[src/hpm_pkg.sv]
package hpm_pkg;

  // --------
  // Timing.
  // --------
  localparam int CLK_MHZ = 250;
  localparam real BOOT_TIME_MS = 1.5;
  localparam real WAKE_TIME_MS = 0.75;
  localparam int BOOT_CYCLES = int'(BOOT_TIME_MS * 1000.0 * CLK_MHZ);
  localparam int WAKE_CYCLES = int'(WAKE_TIME_MS * 1000.0 * CLK_MHZ);
  localparam int PWM_TIMEOUT_CYCLES = 65535;
  localparam int SNIPPET_SLOTS = 100;

  // --------
  // Register offsets.
  // --------
  localparam logic [7:0] ADDR_FAULT = 8'h00;
  localparam logic [7:0] ADDR_WARN = 8'h01;
  localparam logic [7:0] ADDR_DIAG = 8'h02;
  localparam logic [7:0] ADDR_MASK1 = 8'h03;
  localparam logic [7:0] ADDR_MASK2 = 8'h04;
  localparam logic [7:0] ADDR_MODE = 8'h10;
  localparam logic [7:0] ADDR_CTRL = 8'h11;
  localparam logic [7:0] ADDR_AMP = 8'h12;
  localparam logic [7:0] ADDR_THR = 8'h13;
  localparam logic [7:0] ADDR_SEQ = 8'h14;
  localparam logic [7:0] ADDR_TRIG = 8'h15;
  localparam logic [7:0] ADDR_PIN0 = 8'h18;
  localparam logic [7:0] ADDR_STATUS = 8'h1F;

  // --------
  // Field positions.
  // --------
  localparam int F_OC = 0;
  localparam int F_ACT = 1;
  localparam int F_SEQ = 2;
  localparam int F_OT = 3;
  localparam int F_UV = 4;
  localparam int F_DONE = 5;
  localparam int F_REP = 6;
  localparam int F_SAT = 7;
  localparam int C_STANDBY = 0;
  localparam int C_OVERDRIVE = 1;
  localparam int C_LOCK = 2;
  localparam int T_TRIGGER = 0;
  localparam int T_REPEAT = 1;
  localparam int P_MULTI = 4;

  // --------
  // Reset values and codes.
  // --------
  localparam logic [7:0] MASK_RESET = 8'h00;
  localparam logic [7:0] THR_RESET = 8'h00;
  localparam logic [7:0] CTRL_RESET = 8'h00;
  localparam logic [7:0] PWM_MID = 8'h80;
  localparam logic [2:0] MODE_INACTIVE = 3'h0;
  localparam logic [2:0] MODE_DIRECT = 3'h1;
  localparam logic [2:0] MODE_PWM = 3'h2;
  localparam logic [2:0] MODE_REG_TRIG = 3'h3;
  localparam logic [2:0] MODE_EDGE_TRIG = 3'h4;
  localparam logic [1:0] EDGE_RISE = 2'h1;
  localparam logic [1:0] EDGE_FALL = 2'h2;
  localparam logic [1:0] EDGE_BOTH = 2'h3;

  typedef enum logic [2:0] {
    ST_BOOT = 3'b000,
    ST_IDLE = 3'b001,
    ST_STANDBY = 3'b010,
    ST_WAKE = 3'b011,
    ST_DRIVE = 3'b100
  } hpm_state_t;

endpackage

[src/hpm_pwm_meter.sv]
`timescale 1ns/1ps
`default_nettype none
module hpm_pwm_meter #(
  parameter int CW = 20,
  parameter int TIMEOUT = 65535
) (
  input wire logic i_clk,
  input wire logic i_srst,
  input wire logic i_pin,
  output logic [7:0] o_duty,
  output logic o_timeout
);
  import hpm_pkg::*;

  logic s1_r, s2_r, s3_r;
  logic [CW-1:0] per_r, hi_r, div_p_r;
  logic [CW:0] rem_r;
  logic [7:0] quo_r;
  logic [3:0] step_r;
  logic rise;

  // --------
  // Pin synchroniser and edge detect.
  // --------
  assign rise = s2_r & ~s3_r;

  always_ff @(posedge i_clk) begin
    if (i_srst) begin
      s1_r <= 1'b0;
      s2_r <= 1'b0;
      s3_r <= 1'b0;
    end else begin
      s1_r <= i_pin;
      s2_r <= s1_r;
      s3_r <= s2_r;
    end
  end

  // Period and high-time counters restart on each rising edge; the
  // period counter saturates at the timeout so a dead pin is flagged.
  always_ff @(posedge i_clk) begin
    if (i_srst) begin
      per_r <= '0;
      hi_r <= '0;
      o_timeout <= 1'b0;
    end else begin
      o_timeout <= (per_r == CW'(TIMEOUT - 1));
      if (rise) begin
        per_r <= CW'(1);
        hi_r <= CW'(1);
      end else if (per_r != CW'(TIMEOUT)) begin
        per_r <= per_r + CW'(1);
        hi_r <= hi_r + CW'({1'b0, s2_r});
      end
    end
  end

  // Restoring divider: duty = high * 256 / period, eight steps. A
  // serial divider trades eight cycles of latency for a tiny area.
  always_ff @(posedge i_clk) begin
    if (i_srst) begin
      rem_r <= '0;
      div_p_r <= '0;
      quo_r <= 8'h00;
      step_r <= 4'h0;
      o_duty <= 8'h00;
    end else if (rise && per_r != CW'(TIMEOUT)) begin
      rem_r <= {1'b0, hi_r};
      div_p_r <= per_r;
      quo_r <= 8'h00;
      step_r <= 4'h8;
    end else if (step_r != 4'h0) begin
      if ({rem_r[CW-1:0], 1'b0} >= {1'b0, div_p_r}) begin
        rem_r <= {rem_r[CW-1:0], 1'b0} - {1'b0, div_p_r};
        quo_r <= {quo_r[6:0], 1'b1};
      end else begin
        rem_r <= {rem_r[CW-1:0], 1'b0};
        quo_r <= {quo_r[6:0], 1'b0};
      end
      step_r <= step_r - 4'h1;
    end else if (per_r == CW'(TIMEOUT)) begin
      o_duty <= s2_r ? 8'hFF : 8'h00;
    end else if (rem_r >= {1'b0, div_p_r}) begin
      o_duty <= 8'hFF;
    end else begin
      o_duty <= quo_r;
    end
  end

endmodule
`default_nettype wire

[src/hpm_playback.sv]
//
// Functional notes
// - Mode 0 is inactive; standby select picks IDLE or STANDBY rest.
// - Direct mode: preset amplitude, write mode 1, drive after 0.75 ms.
// - Each amplitude write sets drive; zero disables stage, stays DRIVE.
// - Mode 0 in direct or PWM drive returns to the rest state.
// - Mode 2 derives amplitude from measured PWM duty, tracking updates.
// - Duty within the zero threshold of zero point gives zero drive.
// - Zero point is 50 % with overdrive, else 0 % plus threshold.
// - Mode 3 plays only after a host trigger write of 1.
// - Repeat request of 1 during memory DRIVE replays the sequence.
// - Sequence end sets complete flag, pulls interrupt, returns to rest.
// - Mode or trigger written 0 aborts memory playback to rest.
// - Mode 4 starts on a qualifying pin edge or trigger write.
// - Each pin holds sequence index, multiplicity and edge select.
// - Slots 0 to 99 hold waves; lock bit 0 blocks memory access.
// - Faults force IDLE until cleared; warnings leave state alone.
// - Any event pulls the open-drain interrupt line low.
// - Fault byte holds faults and notices; warning and input details apart.
// - Sequence fault from missing index, corrupt memory or PWM timeout.
// - Every flag clears on writing 1; two mask bytes gate them.
// - Warnings for supply limits, format mismatch; notices as listed.
// - 1.5 ms boot before inactive; no mode or memory service then.
`timescale 1ns/1ps
`default_nettype none
module hpm_playback #(
  parameter int BOOT_CNT = hpm_pkg::BOOT_CYCLES,
  parameter int WAKE_CNT = hpm_pkg::WAKE_CYCLES,
  parameter int PWM_TO = hpm_pkg::PWM_TIMEOUT_CYCLES,
  parameter int PINS = 3
) (
  input wire logic i_clk,
  input wire logic i_srst,
  input wire logic [7:0] i_addr,
  input wire logic [7:0] i_wdata,
  input wire logic i_wr,
  input wire logic i_rd,
  output logic [7:0] o_rdata,
  input wire logic [PINS-1:0] i_trigger_pin,
  input wire logic i_pwm_input_pin,
  input wire logic i_overcurrent,
  input wire logic i_actuator_fault,
  input wire logic i_overtemp,
  input wire logic i_undervoltage,
  input wire logic i_sense_saturated,
  input wire logic i_drive_limited,
  input wire logic i_overdrive_limited,
  input wire logic i_format_mismatch,
  input wire logic i_missing_sequence,
  input wire logic i_memory_corrupt,
  input wire logic i_sequence_end,
  output hpm_pkg::hpm_state_t o_state,
  output logic o_stage_en,
  output logic [7:0] o_amplitude,
  output logic o_play_start,
  output logic o_play_repeat,
  output logic o_play_abort,
  output logic [3:0] o_play_index,
  output logic [3:0] o_play_loops,
  output logic o_play_multi,
  output logic o_mem_access_ok,
  output logic o_event_line_low_o,
  output logic o_event_line_low_oe
);
  import hpm_pkg::*;

  // ---------------------------------------------------------------
  // Register bank.
  // ---------------------------------------------------------------
  logic [7:0] fault_r, warn_r, diag_r, mask1_r, mask2_r;
  logic [2:0] mode_r;
  logic [7:0] ctrl_r, amp_r, thr_r, seq_r;
  logic trig_r;
  logic [6:0] pin_cfg_r [PINS];
  hpm_state_t state_r;
  logic [19:0] cnt_r;
  logic [7:0] duty;
  logic pwm_timeout;

  function automatic logic wr_at(input logic [7:0] a);
    wr_at = i_wr && (i_addr == a);
  endfunction

  logic mem_mode, stream_mode, fault_any, trig_w1, trig_w0, mode_w0;
  logic repeat_w1, host_start, pin_start, abort, in_play, done_flag;
  logic [PINS-1:0] pin_fire;
  hpm_state_t rest_st;

  assign mem_mode = (mode_r == MODE_REG_TRIG) ||
                    (mode_r == MODE_EDGE_TRIG);
  assign stream_mode = (mode_r == MODE_DIRECT) || (mode_r == MODE_PWM);
  assign fault_any = |fault_r[F_UV:F_OC];
  assign rest_st = ctrl_r[C_STANDBY] ? ST_STANDBY : ST_IDLE;
  assign trig_w1 = wr_at(ADDR_TRIG) & i_wdata[T_TRIGGER];
  assign trig_w0 = wr_at(ADDR_TRIG) & ~i_wdata[T_TRIGGER];
  assign repeat_w1 = wr_at(ADDR_TRIG) & i_wdata[T_REPEAT];
  assign mode_w0 = wr_at(ADDR_MODE) & (i_wdata[2:0] == MODE_INACTIVE);
  assign in_play = (state_r == ST_WAKE) || (state_r == ST_DRIVE);
  assign host_start = mem_mode & trig_w1;
  assign pin_start = (mode_r == MODE_EDGE_TRIG) & (|pin_fire);
  assign abort = in_play & mem_mode & (mode_w0 | trig_w0);
  assign done_flag = (state_r == ST_DRIVE) & mem_mode & i_sequence_end;

  // ---------------------------------------------------------------
  // Trigger pins: two-stage synchroniser, then edge qualify.
  // ---------------------------------------------------------------
  logic [PINS-1:0] ps1_r, ps2_r, ps3_r;

  always_ff @(posedge i_clk) begin
    if (i_srst) begin
      ps1_r <= '0;
      ps2_r <= '0;
      ps3_r <= '0;
    end else begin
      ps1_r <= i_trigger_pin;
      ps2_r <= ps1_r;
      ps3_r <= ps2_r;
    end
  end

  genvar g;
  generate
    for (g = 0; g < PINS; g++) begin : g_pin
      logic up, dn;
      logic [1:0] es;
      assign up = ps2_r[g] & ~ps3_r[g];
      assign dn = ~ps2_r[g] & ps3_r[g];
      assign es = pin_cfg_r[g][6:5];
      // Edge select per pin: rising, falling or both.
      assign pin_fire[g] = (up & (es == EDGE_RISE || es == EDGE_BOTH)) |
                           (dn & (es == EDGE_FALL || es == EDGE_BOTH));
    end
  endgenerate

  // Lowest-numbered firing pin wins when several fire together.
  logic [1:0] pin_sel;
  always_comb begin
    pin_sel = 2'd0;
    for (int i = PINS - 1; i >= 0; i--) begin
      if (pin_fire[i]) begin
        pin_sel = 2'(i);
      end
    end
  end

  // ---------------------------------------------------------------
  // PWM duty measurement.
  // ---------------------------------------------------------------
  hpm_pwm_meter #(
    .CW(20),
    .TIMEOUT(PWM_TO)
  ) u_meter (
    .i_clk(i_clk),
    .i_srst(i_srst),
    .i_pin(i_pwm_input_pin),
    .o_duty(duty),
    .o_timeout(pwm_timeout)
  );

  // Duty to amplitude. With overdrive the drive is signed around mid
  // scale, so flipping the top bit gives duty - 128 in two's complement.
  logic [7:0] pwm_amp, mag, amp_sel;
  always_comb begin
    mag = duty[7] ? (duty - PWM_MID) : (PWM_MID - duty);
    if (ctrl_r[C_OVERDRIVE]) begin
      pwm_amp = (mag <= thr_r) ? 8'h00 : (duty ^ PWM_MID);
    end else begin
      pwm_amp = (duty <= thr_r) ? 8'h00 : duty;
    end
    case (mode_r)
      MODE_DIRECT: amp_sel = amp_r;
      MODE_PWM: amp_sel = pwm_amp;
      default: amp_sel = 8'h00;
    endcase
  end

  // ---------------------------------------------------------------
  // Playback state machine.
  // ---------------------------------------------------------------
  always_ff @(posedge i_clk) begin
    if (i_srst) begin
      state_r <= ST_BOOT;
      cnt_r <= 20'(BOOT_CNT - 1);
    end else begin
      case (state_r)
        ST_BOOT: begin
          if (cnt_r == 20'h0_0000) begin
            state_r <= ST_IDLE;
          end else begin
            cnt_r <= cnt_r - 20'h0_0001;
          end
        end
        ST_IDLE, ST_STANDBY: begin
          cnt_r <= 20'(WAKE_CNT - 1);
          if (fault_any) begin
            state_r <= ST_IDLE;
          end else if (stream_mode || host_start || pin_start) begin
            state_r <= ST_WAKE;
          end else begin
            state_r <= rest_st;
          end
        end
        ST_WAKE: begin
          if (fault_any) begin
            state_r <= ST_IDLE;
          end else if (abort || mode_r == MODE_INACTIVE) begin
            state_r <= rest_st;
          end else if (cnt_r == 20'h0_0000) begin
            state_r <= ST_DRIVE;
          end else begin
            cnt_r <= cnt_r - 20'h0_0001;
          end
        end
        ST_DRIVE: begin
          if (fault_any) begin
            state_r <= ST_IDLE;
          end else if (abort || done_flag) begin
            state_r <= rest_st;
          end else if (mode_w0 || !(stream_mode || mem_mode)) begin
            state_r <= rest_st;
          end
        end
        default: state_r <= ST_IDLE;
      endcase
    end
  end

  // Playback requests toward the wave engine, one-cycle pulses.
  always_ff @(posedge i_clk) begin
    if (i_srst) begin
      o_play_start <= 1'b0;
      o_play_repeat <= 1'b0;
      o_play_abort <= 1'b0;
      o_play_index <= 4'h0;
      o_play_loops <= 4'h0;
      o_play_multi <= 1'b0;
    end else begin
      o_play_start <= (state_r == ST_WAKE) && mem_mode && !abort &&
                      !fault_any && cnt_r == 20'h0_0000;
      o_play_repeat <= (state_r == ST_DRIVE) && mem_mode && repeat_w1 &&
                       !abort;
      o_play_abort <= abort || (in_play && mem_mode && fault_any);
      if ((state_r == ST_IDLE || state_r == ST_STANDBY) && !fault_any) begin
        if (host_start) begin
          o_play_index <= seq_r[3:0];
          o_play_loops <= seq_r[7:4];
          o_play_multi <= 1'b0;
        end else if (pin_start) begin
          o_play_index <= pin_cfg_r[pin_sel][3:0];
          o_play_loops <= seq_r[7:4];
          o_play_multi <= pin_cfg_r[pin_sel][P_MULTI];
        end
      end
    end
  end

  // Drive level follows amplitude writes and duty changes in DRIVE.
  always_ff @(posedge i_clk) begin
    if (i_srst) begin
      o_amplitude <= 8'h00;
      o_stage_en <= 1'b0;
    end else if (state_r == ST_DRIVE && !fault_any) begin
      o_amplitude <= amp_sel;
      o_stage_en <= mem_mode || (amp_sel != 8'h00);
    end else begin
      o_amplitude <= 8'h00;
      o_stage_en <= 1'b0;
    end
  end

  // ---------------------------------------------------------------
  // Software-written controls.
  // ---------------------------------------------------------------
  always_ff @(posedge i_clk) begin
    if (i_srst) begin
      mode_r <= MODE_INACTIVE;
      ctrl_r <= CTRL_RESET;
      amp_r <= 8'h00;
      thr_r <= THR_RESET;
      seq_r <= 8'h00;
      mask1_r <= MASK_RESET;
      mask2_r <= MASK_RESET;
    end else if (state_r != ST_BOOT) begin
      if (wr_at(ADDR_MODE)) mode_r <= i_wdata[2:0];
      if (wr_at(ADDR_CTRL)) ctrl_r <= i_wdata;
      if (wr_at(ADDR_AMP)) amp_r <= i_wdata;
      if (wr_at(ADDR_THR)) thr_r <= i_wdata;
      if (wr_at(ADDR_SEQ)) seq_r <= i_wdata;
      if (wr_at(ADDR_MASK1)) mask1_r <= i_wdata;
      if (wr_at(ADDR_MASK2)) mask2_r <= i_wdata;
    end
  end

  // Trigger bit reads back until the sequence ends, a fault is set or the bit is written 0.
  always_ff @(posedge i_clk) begin
    if (i_srst) begin
      trig_r <= 1'b0;
    end else if (wr_at(ADDR_TRIG) && state_r != ST_BOOT) begin
      trig_r <= i_wdata[T_TRIGGER];
    end else if (done_flag || fault_any) begin
      trig_r <= 1'b0;
    end
  end

  generate
    for (g = 0; g < PINS; g++) begin : g_cfg
      always_ff @(posedge i_clk) begin
        if (i_srst) begin
          pin_cfg_r[g] <= 7'h00;
        end else if (wr_at(ADDR_PIN0 + 8'(g)) && state_r != ST_BOOT) begin
          pin_cfg_r[g] <= i_wdata[6:0];
        end
      end
    end
  endgenerate

  // Memory gate: no access while booting or when the lock bit is 0.
  always_ff @(posedge i_clk) begin
    if (i_srst) begin
      o_mem_access_ok <= 1'b0;
    end else begin
      o_mem_access_ok <= ctrl_r[C_LOCK] && state_r != ST_BOOT;
    end
  end

  // ---------------------------------------------------------------
  // Event flags: set wins over a same-cycle write-1 clear.
  // ---------------------------------------------------------------
  logic [7:0] fault_set, warn_set, diag_set;
  logic pwm_dead;
  assign pwm_dead = pwm_timeout && mode_r == MODE_PWM && in_play;
  assign diag_set = {5'h00, pwm_dead, i_memory_corrupt,
                     i_missing_sequence};
  assign warn_set = {5'h00, i_format_mismatch, i_overdrive_limited,
                     i_drive_limited};
  assign fault_set = {i_sense_saturated, o_play_repeat, done_flag,
                      i_undervoltage, i_overtemp, |diag_set,
                      i_actuator_fault, i_overcurrent};

  always_ff @(posedge i_clk) begin
    if (i_srst) begin
      fault_r <= 8'h00;
      warn_r <= 8'h00;
      diag_r <= 8'h00;
    end else begin
      fault_r <= (fault_r & ~(wr_at(ADDR_FAULT) ? i_wdata : 8'h00)) |
                 fault_set;
      warn_r <= (warn_r & ~(wr_at(ADDR_WARN) ? i_wdata : 8'h00)) |
                warn_set;
      diag_r <= (diag_r & ~(wr_at(ADDR_DIAG) ? i_wdata : 8'h00)) |
                diag_set;
    end
  end

  // Open-drain line: low while any unmasked flag stays set. A pending
  // warning shows as its own notice through the second mask byte.
  logic irq_any;
  assign irq_any = |(fault_r & ~mask1_r) |
                   |(warn_r[2:0] & ~mask2_r[2:0]) |
                   (|warn_r[2:0] & ~mask2_r[3]) |
                   |(diag_r[2:0] & ~mask2_r[6:4]);
  always_ff @(posedge i_clk) begin
    if (i_srst) begin
      o_event_line_low_o <= 1'b0;
      o_event_line_low_oe <= 1'b0;
    end else begin
      o_event_line_low_o <= 1'b0;
      o_event_line_low_oe <= irq_any;
    end
  end

  // ---------------------------------------------------------------
  // Read port: data stands only in the cycle after the strobe.
  // ---------------------------------------------------------------
  always_ff @(posedge i_clk) begin
    if (i_srst) begin
      o_rdata <= 8'h00;
    end else if (!i_rd) begin
      o_rdata <= 8'h00;
    end else begin
      case (i_addr)
        ADDR_FAULT: o_rdata <= fault_r;
        ADDR_WARN: o_rdata <= warn_r;
        ADDR_DIAG: o_rdata <= diag_r;
        ADDR_MASK1: o_rdata <= mask1_r;
        ADDR_MASK2: o_rdata <= mask2_r;
        ADDR_MODE: o_rdata <= {5'h00, mode_r};
        ADDR_CTRL: o_rdata <= ctrl_r;
        ADDR_AMP: o_rdata <= amp_r;
        ADDR_THR: o_rdata <= thr_r;
        ADDR_SEQ: o_rdata <= seq_r;
        ADDR_TRIG: o_rdata <= {7'h00, trig_r};
        ADDR_STATUS: o_rdata <= {duty[7:3], state_r};
        default: begin
          o_rdata <= 8'h00;
          for (int i = 0; i < PINS; i++) begin
            if (i_addr == ADDR_PIN0 + 8'(i)) begin
              o_rdata <= {1'b0, pin_cfg_r[i]};
            end
          end
        end
      endcase
    end
  end

  assign o_state = state_r;

endmodule
`default_nettype wire

[config.mk]
export PLATFORM = sky130hd
export DESIGN_NAME = hpm_playback
export DESIGN_NICKNAME = d
export VERILOG_FILES = /design/src/hpm_pkg.sv /design/src/hpm_pwm_meter.sv /design/src/hpm_playback.sv
export SDC_FILE = /design/constraint.sdc
export NUM_CORES = 1
export LEC_CHECK = 0
export ABC_AREA = 1
export BUFFER_PORTS_ARGS = -buffer_cell sky130_fd_sc_hd__buf_2
export CELL_PAD_IN_SITES_DETAIL_PLACEMENT = 0
export CELL_PAD_IN_SITES_GLOBAL_PLACEMENT = 1
export CORE_MARGIN = 3
export CORE_UTILIZATION = 49
export DETAILED_ROUTE_END_ITERATION = 12
export GPL_TIMING_DRIVEN = 0
export PLACE_DENSITY = 0.86
export RECOVER_POWER = 25
export SKIP_LAST_GASP = 1
export SLEW_MARGIN = 20
export SYNTH_ARGS = -nofsm -noshare
export SYNTH_HDL_FRONTEND = slang
export SYNTH_SLANG_ARGS = --single-unit
[constraint.sdc]
create_clock -name i_clk -period 6 [get_ports i_clk]
set_clock_uncertainty 0.15 [all_clocks]
set_input_delay 1.5 -clock i_clk [delete_from_list [all_inputs] [get_ports i_clk]]
set_output_delay 1.5 -clock i_clk [all_outputs]
set_load 0.005 [all_outputs]
==> results of run 1 <==
## stage by stage
step | power [µW] | cell area, µm² | hold WS [ns] | util | setup slack (ns)
final | 6420 | 16600 | 0.255 | 0.568 | 2.18
after global routing | 6810 | 16600 | 0.280 | 0.568 | 2.01
after CTS | 6390 | 16600 | 0.259 | 0.569 | 2.15
after detailed placement | 4490 | 15600 | 0.251 | 0.534 | 1.57
after global placement | 4460 | 15600 | 0.244 | 0.534 | 1.69
after floorplan | 3860 | 14800 | 0.238 | - | 2.85
## power by group
group / total, µW / internal (µW) / switching [µW]
combinational: 2520 / 879 / 1640
sequential: 1990 / 1890 / 104
clock: 1900 / 1140 / 760
## worst min-delay path, stage by stage, from the launching register on
cell and delay, ns:
dfxtp_1 0.30, inv_1 0.04, nor2_1 0.03
## layout make-up
type                            count  area [µm²]  share of cell area
Buffer                             65         322              0.0194
Clock buffer                       43         840              0.0505
Clock inverter                     13         180              0.0108
Inverter                          328        1240              0.0749
Multi-Input combinational cell   1456        7710               0.464
Sequential cell                   265        5520               0.332
Tap cell                          384         480              0.0289
Timing Repair Buffer               67         322              0.0194
## registers in the layout, summed over array words and instances, names as in the netlist, 8 cells and up
name and count:
thr_r 8, u_meter.per_r 20, warn_r 8, amp_r 8, u_meter.o_duty 8, pin_cfg_r 21
fault_r 8, o_amplitude 8, diag_r 8, seq_r 8, ctrl_r 8, o_rdata 8
u_meter.rem_r 21, mask1_r 8, mask2_r 8, u_meter.div_p_r 20, u_meter.quo_r 8, cnt_r 20
u_meter.hi_r 20
## worst paths after layout
kind,from,endpoint,depth (start not counted)
setup reg to reg,u_meter.div_p_r[12]$_SDFFE_PP0P_,u_meter.rem_r[7]$_SDFFE_PP0N_,14
hold / removal,u_meter.s1_r$_SDFF_PP0_,u_meter.s2_r$_SDFF_PP0_,2
hold reg to reg,u_meter.s1_r$_SDFF_PP0_,u_meter.s2_r$_SDFF_PP0_,2
setup / recovery,i_srst,pin_cfg_r[1][1]$_SDFFCE_PN0P_,5
## per-layer routing
metal / vias up / routed length, µm / track usage
li1: 7168 / - / -
met1: 6718 / 22600 / 0.428
met2: 572 / 19300 / 0.411
met3: 69 / 4000 / 0.0457
met4: 4 / 877 / 0.0572
met5: - / 22 / 0
## cells in the final DEF, fill, tap and decap left out, types with 5 or more instances in the layout
cell type,synthesis,final
edfxtp_1,21,21
o21bai_1,7,7
nor3_1,42,42
or2_2,5,5
a211oi_1,8,8
nand3_1,135,135
nor4_1,15,15
ha_1,63,63
nand2_1,420,421
clkbuf_16,0,30
a21oi_1,193,193
buf_2,18,73
nand2_2,7,6
xor2_1,25,25
a21oi_2,17,17
nand4_1,39,39
o221ai_1,7,7
nor2_1,208,208
clkinv_2,0,7
xnor2_1,12,12
inv_2,20,20
o21ai_1,9,8
o211ai_1,21,21
buf_4,6,6
dfxtp_1,244,244
o21ai_0,146,147
inv_1,304,304
nor2_2,5,5
clkbuf_1,34,55
o22ai_1,9,9
o22ai_2,16,16
## kinds of logic (layout without fill, tap and decap cells)
group,count (synthesis),in the layout
compound gates,461,461
xor+xnor,37,37
fa+ha+maj,64,64
buf+inv,393,516
flops,265,265
mux,2,2
other cells,1,1
simple gates,891,891
==> summary.md, run 1 <==
| Metric | Value |
|---|---|
| Status | `finished clean` |
| Syn. warnings | `0` |
| Overall routing resource usage | `0.278` |
| Area fraction in compound gates after synthesis | `0.183` |
| Final period util | `0.636` |
| Synth top area share | `0.330` |
| Initial antenna violation count | `2` |
| Top-count cell post-synth | `nand2_1` |
| Share of synthesized registers carrying an async set or reset | `0` |
| Synth area leader | `dfxtp_1` |
| Largest family of logic cells by synthesized area | `simple AND/OR/NAND/NOR gates` |
| Remaining Overflow, GRT | `0` |
| Max FO, Critical Path | `10` |
| Worst relative slew slack | `0.307` |
| Slowest cell on crit path | `clkbuf_1` |
| Hold Vio Cnt, Final | `0` |
| Synth Cell Area | `14800 µm²` |
| DRT antenna net count | `0` |
| I/O Buffers | `67` |
| Vias in the first global route | `13384` |
| CTS Hold Bufs | `0` |
| Sink Count | `265` |
| Routed WL | `46800 µm` |
| Worst path cell trace | `clkbuf_1, inv_1, clkbuf_1, clkbuf_1, o21ai_0` |
| Root buffer cell | `clkbuf_16` |
| Simple-gate share of the synthesized area | `0.260` |
| Fillers | `2845` |
| Height of the die | `180 µm` |
| Layout cells sized above 1 | `0.0948` |
| Nets | `2312` |
| Layout Cells excl Fill | `2621` |
| Die area | `32300 µm²` |
| Postcts setup bufs | `0` |
| Max H-tree Level | `1` |
| Worst-Skew Late Latency | `0.57 ns` |
| Mean Syn Cell Area | `7.00 µm²` |
| Fin crit period | `3.82 ns` |
| CP top delay family | `buffers and inverters` |
| Post-synthesis mux area share | `0.00135` |
| Via count | `14531` |
| Final Setup Violations | `0` |
| Number of synthesized flops with an enable pin | `21` |
| RSZ-0062 raised after global routing | `false` |
| Max Slew Vio Count | `0` |
| Antenna diode count | `0` |
| Max incr delay on CP | `0.67 ns` |
| Max-Cap Viols | `0` |
| Post-synth top cells | `420 x nand2_1, 304 x inv_1, 244 x dfxtp_1` |
| CTS resizes | `0` |
| Maximum number of pins on one net before global-route repair | `16` |
| Vias per inst | `5.54` |
| Detailed Place HPWL | `36300 µm` |
| Starting Density | `0.506` |
| CORE AREA | `29200 µm²` |
| Total CTS buffers | `30` |
| Critical Path Start Type | `input port` |
| Bufs on Longest Clock Path | `3` |
| DRC errors left | `0` |
| Gpl congestion | `0.983` |
| DRT Pass-1 Iters | `5` |
| CTS tree | `built` |
| Dpl cells | `2565` |
| Pwr/cell area | `386 nW/µm²` |
| Worst Tran Pin Value | `1.03 ns` |
| Synth Area in XOR/XNOR | `0.0219` |
| Synth cell types | `59` |
| Worst Setup Path Type | `in2reg` |
| Area contributors post-synth | `dfxtp_1 33%, nand2_1 11%, inv_1 7.7%` |
| Max Clk Rate | `262 MHz` |
| CP Data Arrival Time | `3.82 ns` |
| Main synth FF type | `dfxtp_1` |
| IO Count | `70` |
| Most frequent cell on the critical path | `clkbuf_1` |
| Hold crit path type | `reg2reg` |
| Number of synthesized register bits | `265` |
| Peak VDD IR | `223 µV` |
| Buf/Inv on CP | `4` |
| CTS clk-pin slew, worst paths | `0.06 ns` |
| Syn_nets | `2213` |
| WP data required | `6.01 ns` |
| WL per Instance | `17.9 µm` |
| Cells after Synth | `2114` |
| Area delta synth->final | `12.3%` |
| Die Span X | `180 µm` |
| Starting DRC count in detailed routing | `1407` |
| First-pass GRT wire length | `73400 µm` |
| Endpoint class of the critical path | `flop` |
| Leak pwr | `0.00725 µW` |
| Reg2reg setup slack | `3.03 ns` |
| Row Count | `62` |
| Sum Neg Setup Slack | `0 ns` |
| Synth Area in Adders | `0.0546` |
| Seq/Total Area, Yosys | `0.373` |
(Power assumes the default switching activity.)
==> run 2, diff against run 1 <==
- ABC_AREA: 1 -> 0
- CORE_UTILIZATION: 49 -> 47
- PLACE_DENSITY: 0.86 -> 0.8
- clock period: 6 -> 3.9 ns (I/O delays scaled with it)
==> run 2 against run 1 <==
  * Non-clock buffer count rose by 20
  * Worst setup slack got worse by 2.0 ns
  * Routed wire length fell by 4.3%
  * Sequential share of layout area rose by 2.1 points
  * Final cell count fell by 19%
  * Register-to-register slack got worse by 2.8 ns
  * Clock power rose by 48%
==> summary.md, run 2 <==
| Metric | Value |
|---|---|
| Status | `finished clean` |
| Area of the multi-input gates | `7760 µm² (+0.68%)` |
| Synth Cell Area | `13900 µm² (-6.3%)` |
| Post-synthesis mux area share | `0.0645 (+0.0631)` |
| First-pass GRT wire length | `68300 µm (-6.9%)` |
| Layout cells sized above 1 | `0.0838 (-0.0110)` |
| Max incr delay on CP | `0.56 ns (-0.11 ns)` |
| Number of synthesized register bits | `265 (unchanged)` |
| WP data required | `4.21 ns (-1.80 ns)` |
| Via count | `12527 (-14%)` |
| CTS Hold Bufs | `0 (unchanged)` |
| Cells after Synth | `1628 (-23%)` |
| Vias in the first global route | `11992 (-10%)` |
| CTS clk-pin slew, worst paths | `0.06 ns (about the same)` |
| Worst Min Path Start | `u_meter.s1_r$_SDFF_PP0_` |
| Top flop regs | `pin_cfg_r x21, u_meter.rem_r x21` |
| Max Slew Vio Count | `0 (unchanged)` |
| Reg2reg start | `u_meter.div_p_r[5]$_SDFFE_PP0P_` |
| CTS tree | `built` |
| Height of the die | `178 µm (-1.1%)` |
| Largest family of logic cells by synthesized area | `simple AND/OR/NAND/NOR gates` |
| Maximum number of pins on one net before global-route repair | `15 (-1)` |
| Initial antenna violation count | `0 (-2)` |
| Area delta synth->final | `12.8%` |
| Hold EP | `u_meter.s2_r$_SDFF_PP0_` |
| GR peak layer | `met2` |
| Seq/Total Area, Yosys | `0.398 (+0.0252)` |
| Max Clk Rate | `271 MHz` |
| Synth Area in Adders | `0.0583 (+0.00370)` |
| Vias per inst | `5.89 (+6.2%)` |
| Starting Density | `0.480 (-0.0257)` |
| Synth Area in XOR/XNOR | `0.0398 (+0.0179)` |
| Max-Cap Viols | `0 (unchanged)` |
| Worst r2r dst | `u_meter.rem_r[1]$_SDFFE_PP0N_` |
| Remaining Overflow, GRT | `0 (unchanged)` |
| Core Util, Final | `0.541 (-0.0264)` |
| I/O Buffers | `63 (-6.0%)` |
| Sum Neg Setup Slack | `0 ns (unchanged)` |
| DRT Pass-1 Iters | `5 (unchanged)` |
| Top-count cell post-synth | `dfxtp_1` |
| Main synth FF type | `dfxtp_1` |
| Max H-tree Level | `1 (unchanged)` |
| Syn. warnings | `0 (unchanged)` |
| Most frequent cell on the critical path | `a211oi_1` |
| Share of synthesized registers carrying an async set or reset | `0 (unchanged)` |
| Antenna diode count | `0 (unchanged)` |
| Area contributors post-synth | `dfxtp_1 35%, a21oi_1 5.7%, ha_1 5.7%` |
| Worst Tran Pin Value | `1.21 ns (+0.182 ns)` |
| Synth cell types | `80 (+36%)` |
| Min-Delay Path Depth | `1 (-1)` |
| Postcts setup bufs | `0 (unchanged)` |
| Sequential cell area | `5520 µm² (unchanged)` |
| Grt met3 use | `0.0334 (-0.0123)` |
| Most common cell after layout, fill and taps aside | `dfxtp_1` |
| Post-synth top cells | `244 x dfxtp_1, 188 x nand2_1, 159 x a21oi_1` |
| WL per Instance | `21.0 µm (+18%)` |
| Sink Count | `265 (unchanged)` |
| Routed WL | `44800 µm (-4.3%)` |
| Area fraction in compound gates after synthesis | `0.175 (-0.00804)` |
| Hold Vio Cnt, Final | `0 (unchanged)` |
| Die Span X | `178 µm (-1.1%)` |
| DRC errors left | `0 (unchanged)` |
| Die area | `31600 µm² (-2.3%)` |
| Overall routing resource usage | `0.278 (about the same)` |
| Synth top area share | `0.353 (+0.0223)` |
| Final period util | `0.946` |
| Pwr/cell area | `568 nW/µm² (+47%)` |
| Bufs on Longest Clock Path | `3 (unchanged)` |
| Mean Syn Cell Area | `8.51 µm² (+22%)` |
| Worst relative slew slack | `0.187 (-0.120)` |
| Detailed Place HPWL | `33200 µm (-8.5%)` |
| CORE AREA | `28900 µm² (-1.3%)` |
| Reg2reg setup slack | `0.21 ns (-2.82 ns)` |
| Worst hold margin | `0.293 ns (+0.0384 ns)` |
| CP Data Arrival Time | `4.00 ns (+0.18 ns)` |
| Hold crit path type | `reg2reg` |
| IO Count | `70 (unchanged)` |
| Synth area leader | `dfxtp_1` |
| Leak pwr | `0.00582 µW (-20%)` |
| Fillers | `2823 (-0.77%)` |
| Row Count | `62 (unchanged)` |
| Total CTS buffers | `30 (unchanged)` |
| Worst-Skew Late Latency | `0.57 ns (about the same)` |
| Slowest cell on crit path | `clkbuf_1` |
| Endpoint class of the critical path | `flop` |
| Cells on worst reg2reg path | `10 (-4)` |
| Met1 Usage GRT | `0.359 (-0.0684)` |
| DRT antenna net count | `0 (unchanged)` |
| Simple-gate share of the synthesized area | `0.221 (-0.0394)` |
| Starting DRC count in detailed routing | `1171 (-17%)` |
| Nets | `1822 (-21%)` |
| Root buffer cell | `clkbuf_16` |
| Final Setup Violations | `0 (unchanged)` |
| CTS resizes | `0 (unchanged)` |
| Most frequent cells in the layout | `244 x dfxtp_1, 188 x nand2_1, 158 x a21oi_1` |
| Worst Setup Path Type | `reg2reg` |
| Grt met2 use | `0.471 (+0.0599)` |
| Critical Path Start Type | `flop` |
| RSZ-0062 raised after global routing | `false` |
| Fin crit period | `3.69 ns` |
| Gpl congestion | `0.949 (-3.5%)` |
| Worst path cell trace | `inv_1, ha_1, a41o_1, a211oi_1, nand3_1, a21oi_2, clkbuf_1, mux2i_1, nand2_1, a211oi_1` |
| Max FO, Critical Path | `10 (unchanged)` |
| Number of synthesized flops with an enable pin | `21 (unchanged)` |
| Syn_nets | `1727 (-22%)` |
| Peak VDD IR | `362 µV (+62%)` |
run 2: logic make-up (layout without fill, tap and decap cells):
logic type | count (synthesis) | count (layout)
AND/OR/NAND/NOR | 627 | 627
adder cells (fa/ha/maj) | 64 | 64
XOR/XNOR | 63 | 63
flip-flops | 265 | 265
buffers and inverters | 151 | 266
multiplexers | 79 | 79
AO/OA/AOI/OAI | 378 | 378
other | 1 | 1
run 2: worst max path at each step:
| stage | start | end | slack [ns] | cells after the start |
|---|---|---|---|---|
| 2_1_floorplan | i_addr[0] | cnt_r[16]$_SDFFE_PP1P_ | 0.46 | 11 |
| 3_5_place_dp | i_addr[5] | thr_r[0]$_SDFFE_PP0P_ | -0.26 | 10 |
| 3_3_place_gp | i_addr[5] | thr_r[6]$_SDFFE_PP0P_ | -0.38 | 10 |
| 4_1_cts | u_meter.div_p_r[5]$_SDFFE_PP0P_ | u_meter.rem_r[1]$_SDFFE_PP0N_ | 0.10 | 10 |
| 6_report | u_meter.div_p_r[5]$_SDFFE_PP0P_ | u_meter.rem_r[1]$_SDFFE_PP0N_ | 0.21 | 10 |
| 5_1_grt | u_meter.div_p_r[5]$_SDFFE_PP0P_ | u_meter.rem_r[1]$_SDFFE_PP0N_ | 0.02 | 10 |
run 2: power by group:
group          switching [µW]  internal, µW  total [µW]
logic                    1760          1210        2960
clock network            1150          1670        2820
registers                 206          2900        3100
run 2: final cells by class:
cell class	instances	share of cell area
Clock buffer	40	0.0551
Tap cell	384	0.0307
Timing Repair Buffer	63	0.0187
Multi-Input combinational cell	1212	0.497
Sequential cell	265	0.353
Clock inverter	12	0.00745
Buffer	89	0.0235
Inverter	62	0.0149
run 2: routing by layer:
metal | vias to the layer above | share of wire
met3 | 117 | 0.059
li1 | 6007 | -
met2 | 425 | 0.47
met1 | 5978 | 0.43
met4 | 0 | 0.047
met5 | - | 0
run 2: worst max-delay path, delay by kind of cell, from the launching register on:
| kind | cells | cell delay [ns] |
|---|---|---|
| muxes | 1 | 0.26 |
| adders and majority gates | 1 | 0.38 |
| buffers and inverters | 2 | 0.66 |
| AOI/OAI and AO/OA | 4 | 1.52 |
| DFF | 1 | 0.33 |
| and+or+nand+nor | 2 | 0.28 |
run 2: stage by stage:
stage          setup slack (ns)  cell area [µm²]  std cells  power, µW
4_1_cts                   0.100            15600       2127       8880
2_1_floorplan             0.460            13900       1628       5270
3_3_place_gp             -0.378            14700       2075       6020
3_5_place_dp             -0.265            14700       2075       6070
6_report                  0.209            15600       2127       8880
5_1_grt                  0.0157            15600       2127       9350
==> run 3, diff against run 2 <==
- GPL_TIMING_DRIVEN: 0 -> unset
==> run 3 against run 2 <==
  * The run now ends with max-capacitance violations, max-slew violations left
  * Largest power group unchanged
  * Worst setup slack improved by 0.45 ns
  * Sequential share of layout area down 0.093 points
  * Non-clock buffer count shrank 45
  * Sequential power about the same
  * Core utilization up 0.14 points
  * Clock power is 5% higher
  * Largest cell class unchanged
  * Power fell by 0.45%
  * Final area increased by 0.26%
  * First-iteration DRC count decreased by 19%
==> summary.md, run 3 (same netlist as run 2, synthesis figures left out) <==
| Metric | Value |
|---|---|
| Max H-tree Level | `1 (unchanged)` |
| CTS tree | `built` |
| RSZ-0062 raised after global routing | `false` |
| Max Clk Rate | `309 MHz (+14%)` |
| Worst-Skew Late Latency | `0.55 ns (-0.02 ns)` |
| Area delta synth->final | `13.1%` |
| Gpl congestion | `0.901 (-5.0%)` |
| Vias per inst | `5.73 (-2.6%)` |
| Final instance area | `15700 µm² (+0.26%)` |
| Starting DRC count in detailed routing | `950 (-19%)` |
| Top flop regs | `pin_cfg_r x21, u_meter.rem_r x21` |
| CP Data Arrival Time | `3.53 ns (-0.47 ns)` |
| Nets | `1777 (-2.5%)` |
| Hold crit path type | `reg2reg` |
| Bufs on Longest Clock Path | `3 (unchanged)` |
| Final period util | `0.830 (-0.116)` |
| Postcts setup bufs | `0 (unchanged)` |
| Vias in the first global route | `11277 (-6.0%)` |
| Max Slew Vio Count | `95 (+95)` |
| Dpl ws | `0.336 ns (+0.601 ns)` |
| Hold Vio Cnt, Final | `0 (unchanged)` |
| IO Count | `70 (unchanged)` |
| First-pass GRT wire length | `61100 µm (-11%)` |
| Row Count | `62 (unchanged)` |
| CTS resizes | `0 (unchanged)` |
| Reg2reg setup slack | `0.71 ns (+0.50 ns)` |
| DRT antenna net count | `0 (unchanged)` |
| CTS Hold Bufs | `0 (unchanged)` |
| Pwr/cell area | `564 nW/µm² (-0.71%)` |
| CORE AREA | `28900 µm² (unchanged)` |
| WP data required | `4.20 ns (about the same)` |
| Die area | `31600 µm² (unchanged)` |
| Status | `complete, but fails checks` |
| Fin crit period | `3.24 ns (-0.454 ns)` |
| I/O Buffers | `68 (+7.9%)` |
| Routed WL | `38200 µm (-15%)` |
| Failing checks | `max-capacitance violations, max-slew violations` |
| Sum Neg Setup Slack | `0 ns (unchanged)` |
| Overall routing resource usage | `0.240 (-0.0382)` |
| Crit. Startpoint | `i_srst` |
| Layout cells sized above 1 | `0.107 (+0.0232)` |
| DRC errors left | `0 (unchanged)` |
| Reg2reg start | `u_meter.o_duty[0]$_SDFFE_PP0P_` |
| Critical path destination | `u_meter.per_r[19]$_SDFFE_PP0N_` |
| Critical Path Start Type | `input port` |
| Max-Cap Viols | `1 (+1)` |
| Height of the die | `178 µm (unchanged)` |
| CTS clk-pin slew, worst paths | `0.06 ns (about the same)` |
| Final Setup Violations | `0 (unchanged)` |
| Maximum number of pins on one net before global-route repair | `96 (+81)` |
| Peak VDD IR | `452 µV (+25%)` |
| DRT Pass-1 Iters | `7 (+2)` |
| Total CTS buffers | `30 (unchanged)` |
| Max FO, Critical Path | `95 (+85)` |
| Antenna diode count | `0 (unchanged)` |
| Endpoint class of the critical path | `flop` |
| Worst Setup Path Type | `in2reg` |
| Die Span X | `178 µm (unchanged)` |
| Cells on worst reg2reg path | `12 (+2)` |
| Worst relative slew slack | `-0.302 (-0.489)` |
| Worst r2r dst | `o_stage_en$_SDFF_PP0_` |
| Sink Count | `265 (unchanged)` |
| Via count | `11960 (-4.5%)` |
| Leak pwr | `0.00592 µW (+1.7%)` |
| Remaining Overflow, GRT | `0 (unchanged)` |
| Total power | `8840 µW (-0.45%)` |
| Most common cell after layout, fill and taps aside | `dfxtp_1` |
| Initial antenna violation count | `0 (unchanged)` |
| Most frequent cells in the layout | `244 x dfxtp_1, 188 x nand2_1, 157 x a21oi_1` |
| WL per Instance | `18.3 µm (-13%)` |
| Worst Setup Slack, final | `0.663 ns (+0.454 ns)` |
| Root buffer cell | `clkbuf_16` |
| Dpl cell area | `14700 µm² (about the same)` |
| Starting Density | `0.480 (unchanged)` |
| Detailed Place HPWL | `27700 µm (-17%)` |
| Worst Tran Pin Value | `1.95 ns (+0.743 ns)` |
[run 3: cell types whose count changed in the layout (fill, tap and decap cells not counted), moves of 3 or more]
cell      previous run  this run
buf_1                4         1
buf_2               51        48
buf_4                1        36
buf_6                3         0
clkbuf_1            98        23
clkbuf_2             0         3
clkbuf_8             3         9
clkinv_2             8         5
[run 3: final cells by class]
type | count | area [µm²]
flip-flops and latches | 265 | 5520
multi-input cells | 1212 | 7770
repair buffers | 107 | 617
inverters | 62 | 233
clock inverters | 10 | 130
clock buffers | 46 | 926
fillers | 2769 | 13200
well taps | 384 | 480
[run 3: worst min-delay path by stage]
stage,start,to,slack (ns),cells after the start
after floorplan,ps1_r[0]$_SDFF_PP0_,ps2_r[0]$_SDFF_PP0_,0.26,1
after global placement,ps1_r[0]$_SDFF_PP0_,ps2_r[0]$_SDFF_PP0_,0.28,1
after detailed placement,ps1_r[2]$_SDFF_PP0_,ps2_r[2]$_SDFF_PP0_,0.28,1
after CTS,ps1_r[2]$_SDFF_PP0_,ps2_r[2]$_SDFF_PP0_,0.29,1
after global routing,ps1_r[2]$_SDFF_PP0_,ps2_r[2]$_SDFF_PP0_,0.30,1
final,ps1_r[2]$_SDFF_PP0_,ps2_r[2]$_SDFF_PP0_,0.29,1
[run 3: critical path: stages]
cell and delay (ns):
clkbuf_2 1.34, nand2b_1 0.23, clkbuf_2 0.66, and3b_1 0.26
[run 3: where the power goes]
group	switching [µW]	leakage, µW	internal, µW
clock network	1130	0.000519	1820
registers	187	0.00220	2900
logic	1590	0.00321	1210
total	2910	0.00592	5930
[run 3: metrics by stage]
step	hold slack, ns	instances	util
after floorplan	0.264	1628	-
after global placement	0.275	2030	0.508
after detailed placement	0.275	2030	0.508
after CTS	0.289	2086	0.544
after global routing	0.305	2086	0.543
final	0.286	2086	0.543
[run 3: layer usage]
| metal | wire length, µm | up-vias | GRT usage |
|---|---|---|---|
| met5 | 0 | - | 0 |
| met4 | 975 | 0 | 0.0654 |
| met3 | 1850 | 61 | 0.0272 |
| met2 | 17900 | 340 | 0.403 |
| met1 | 17500 | 5642 | 0.328 |
| li1 | - | 5917 | - |
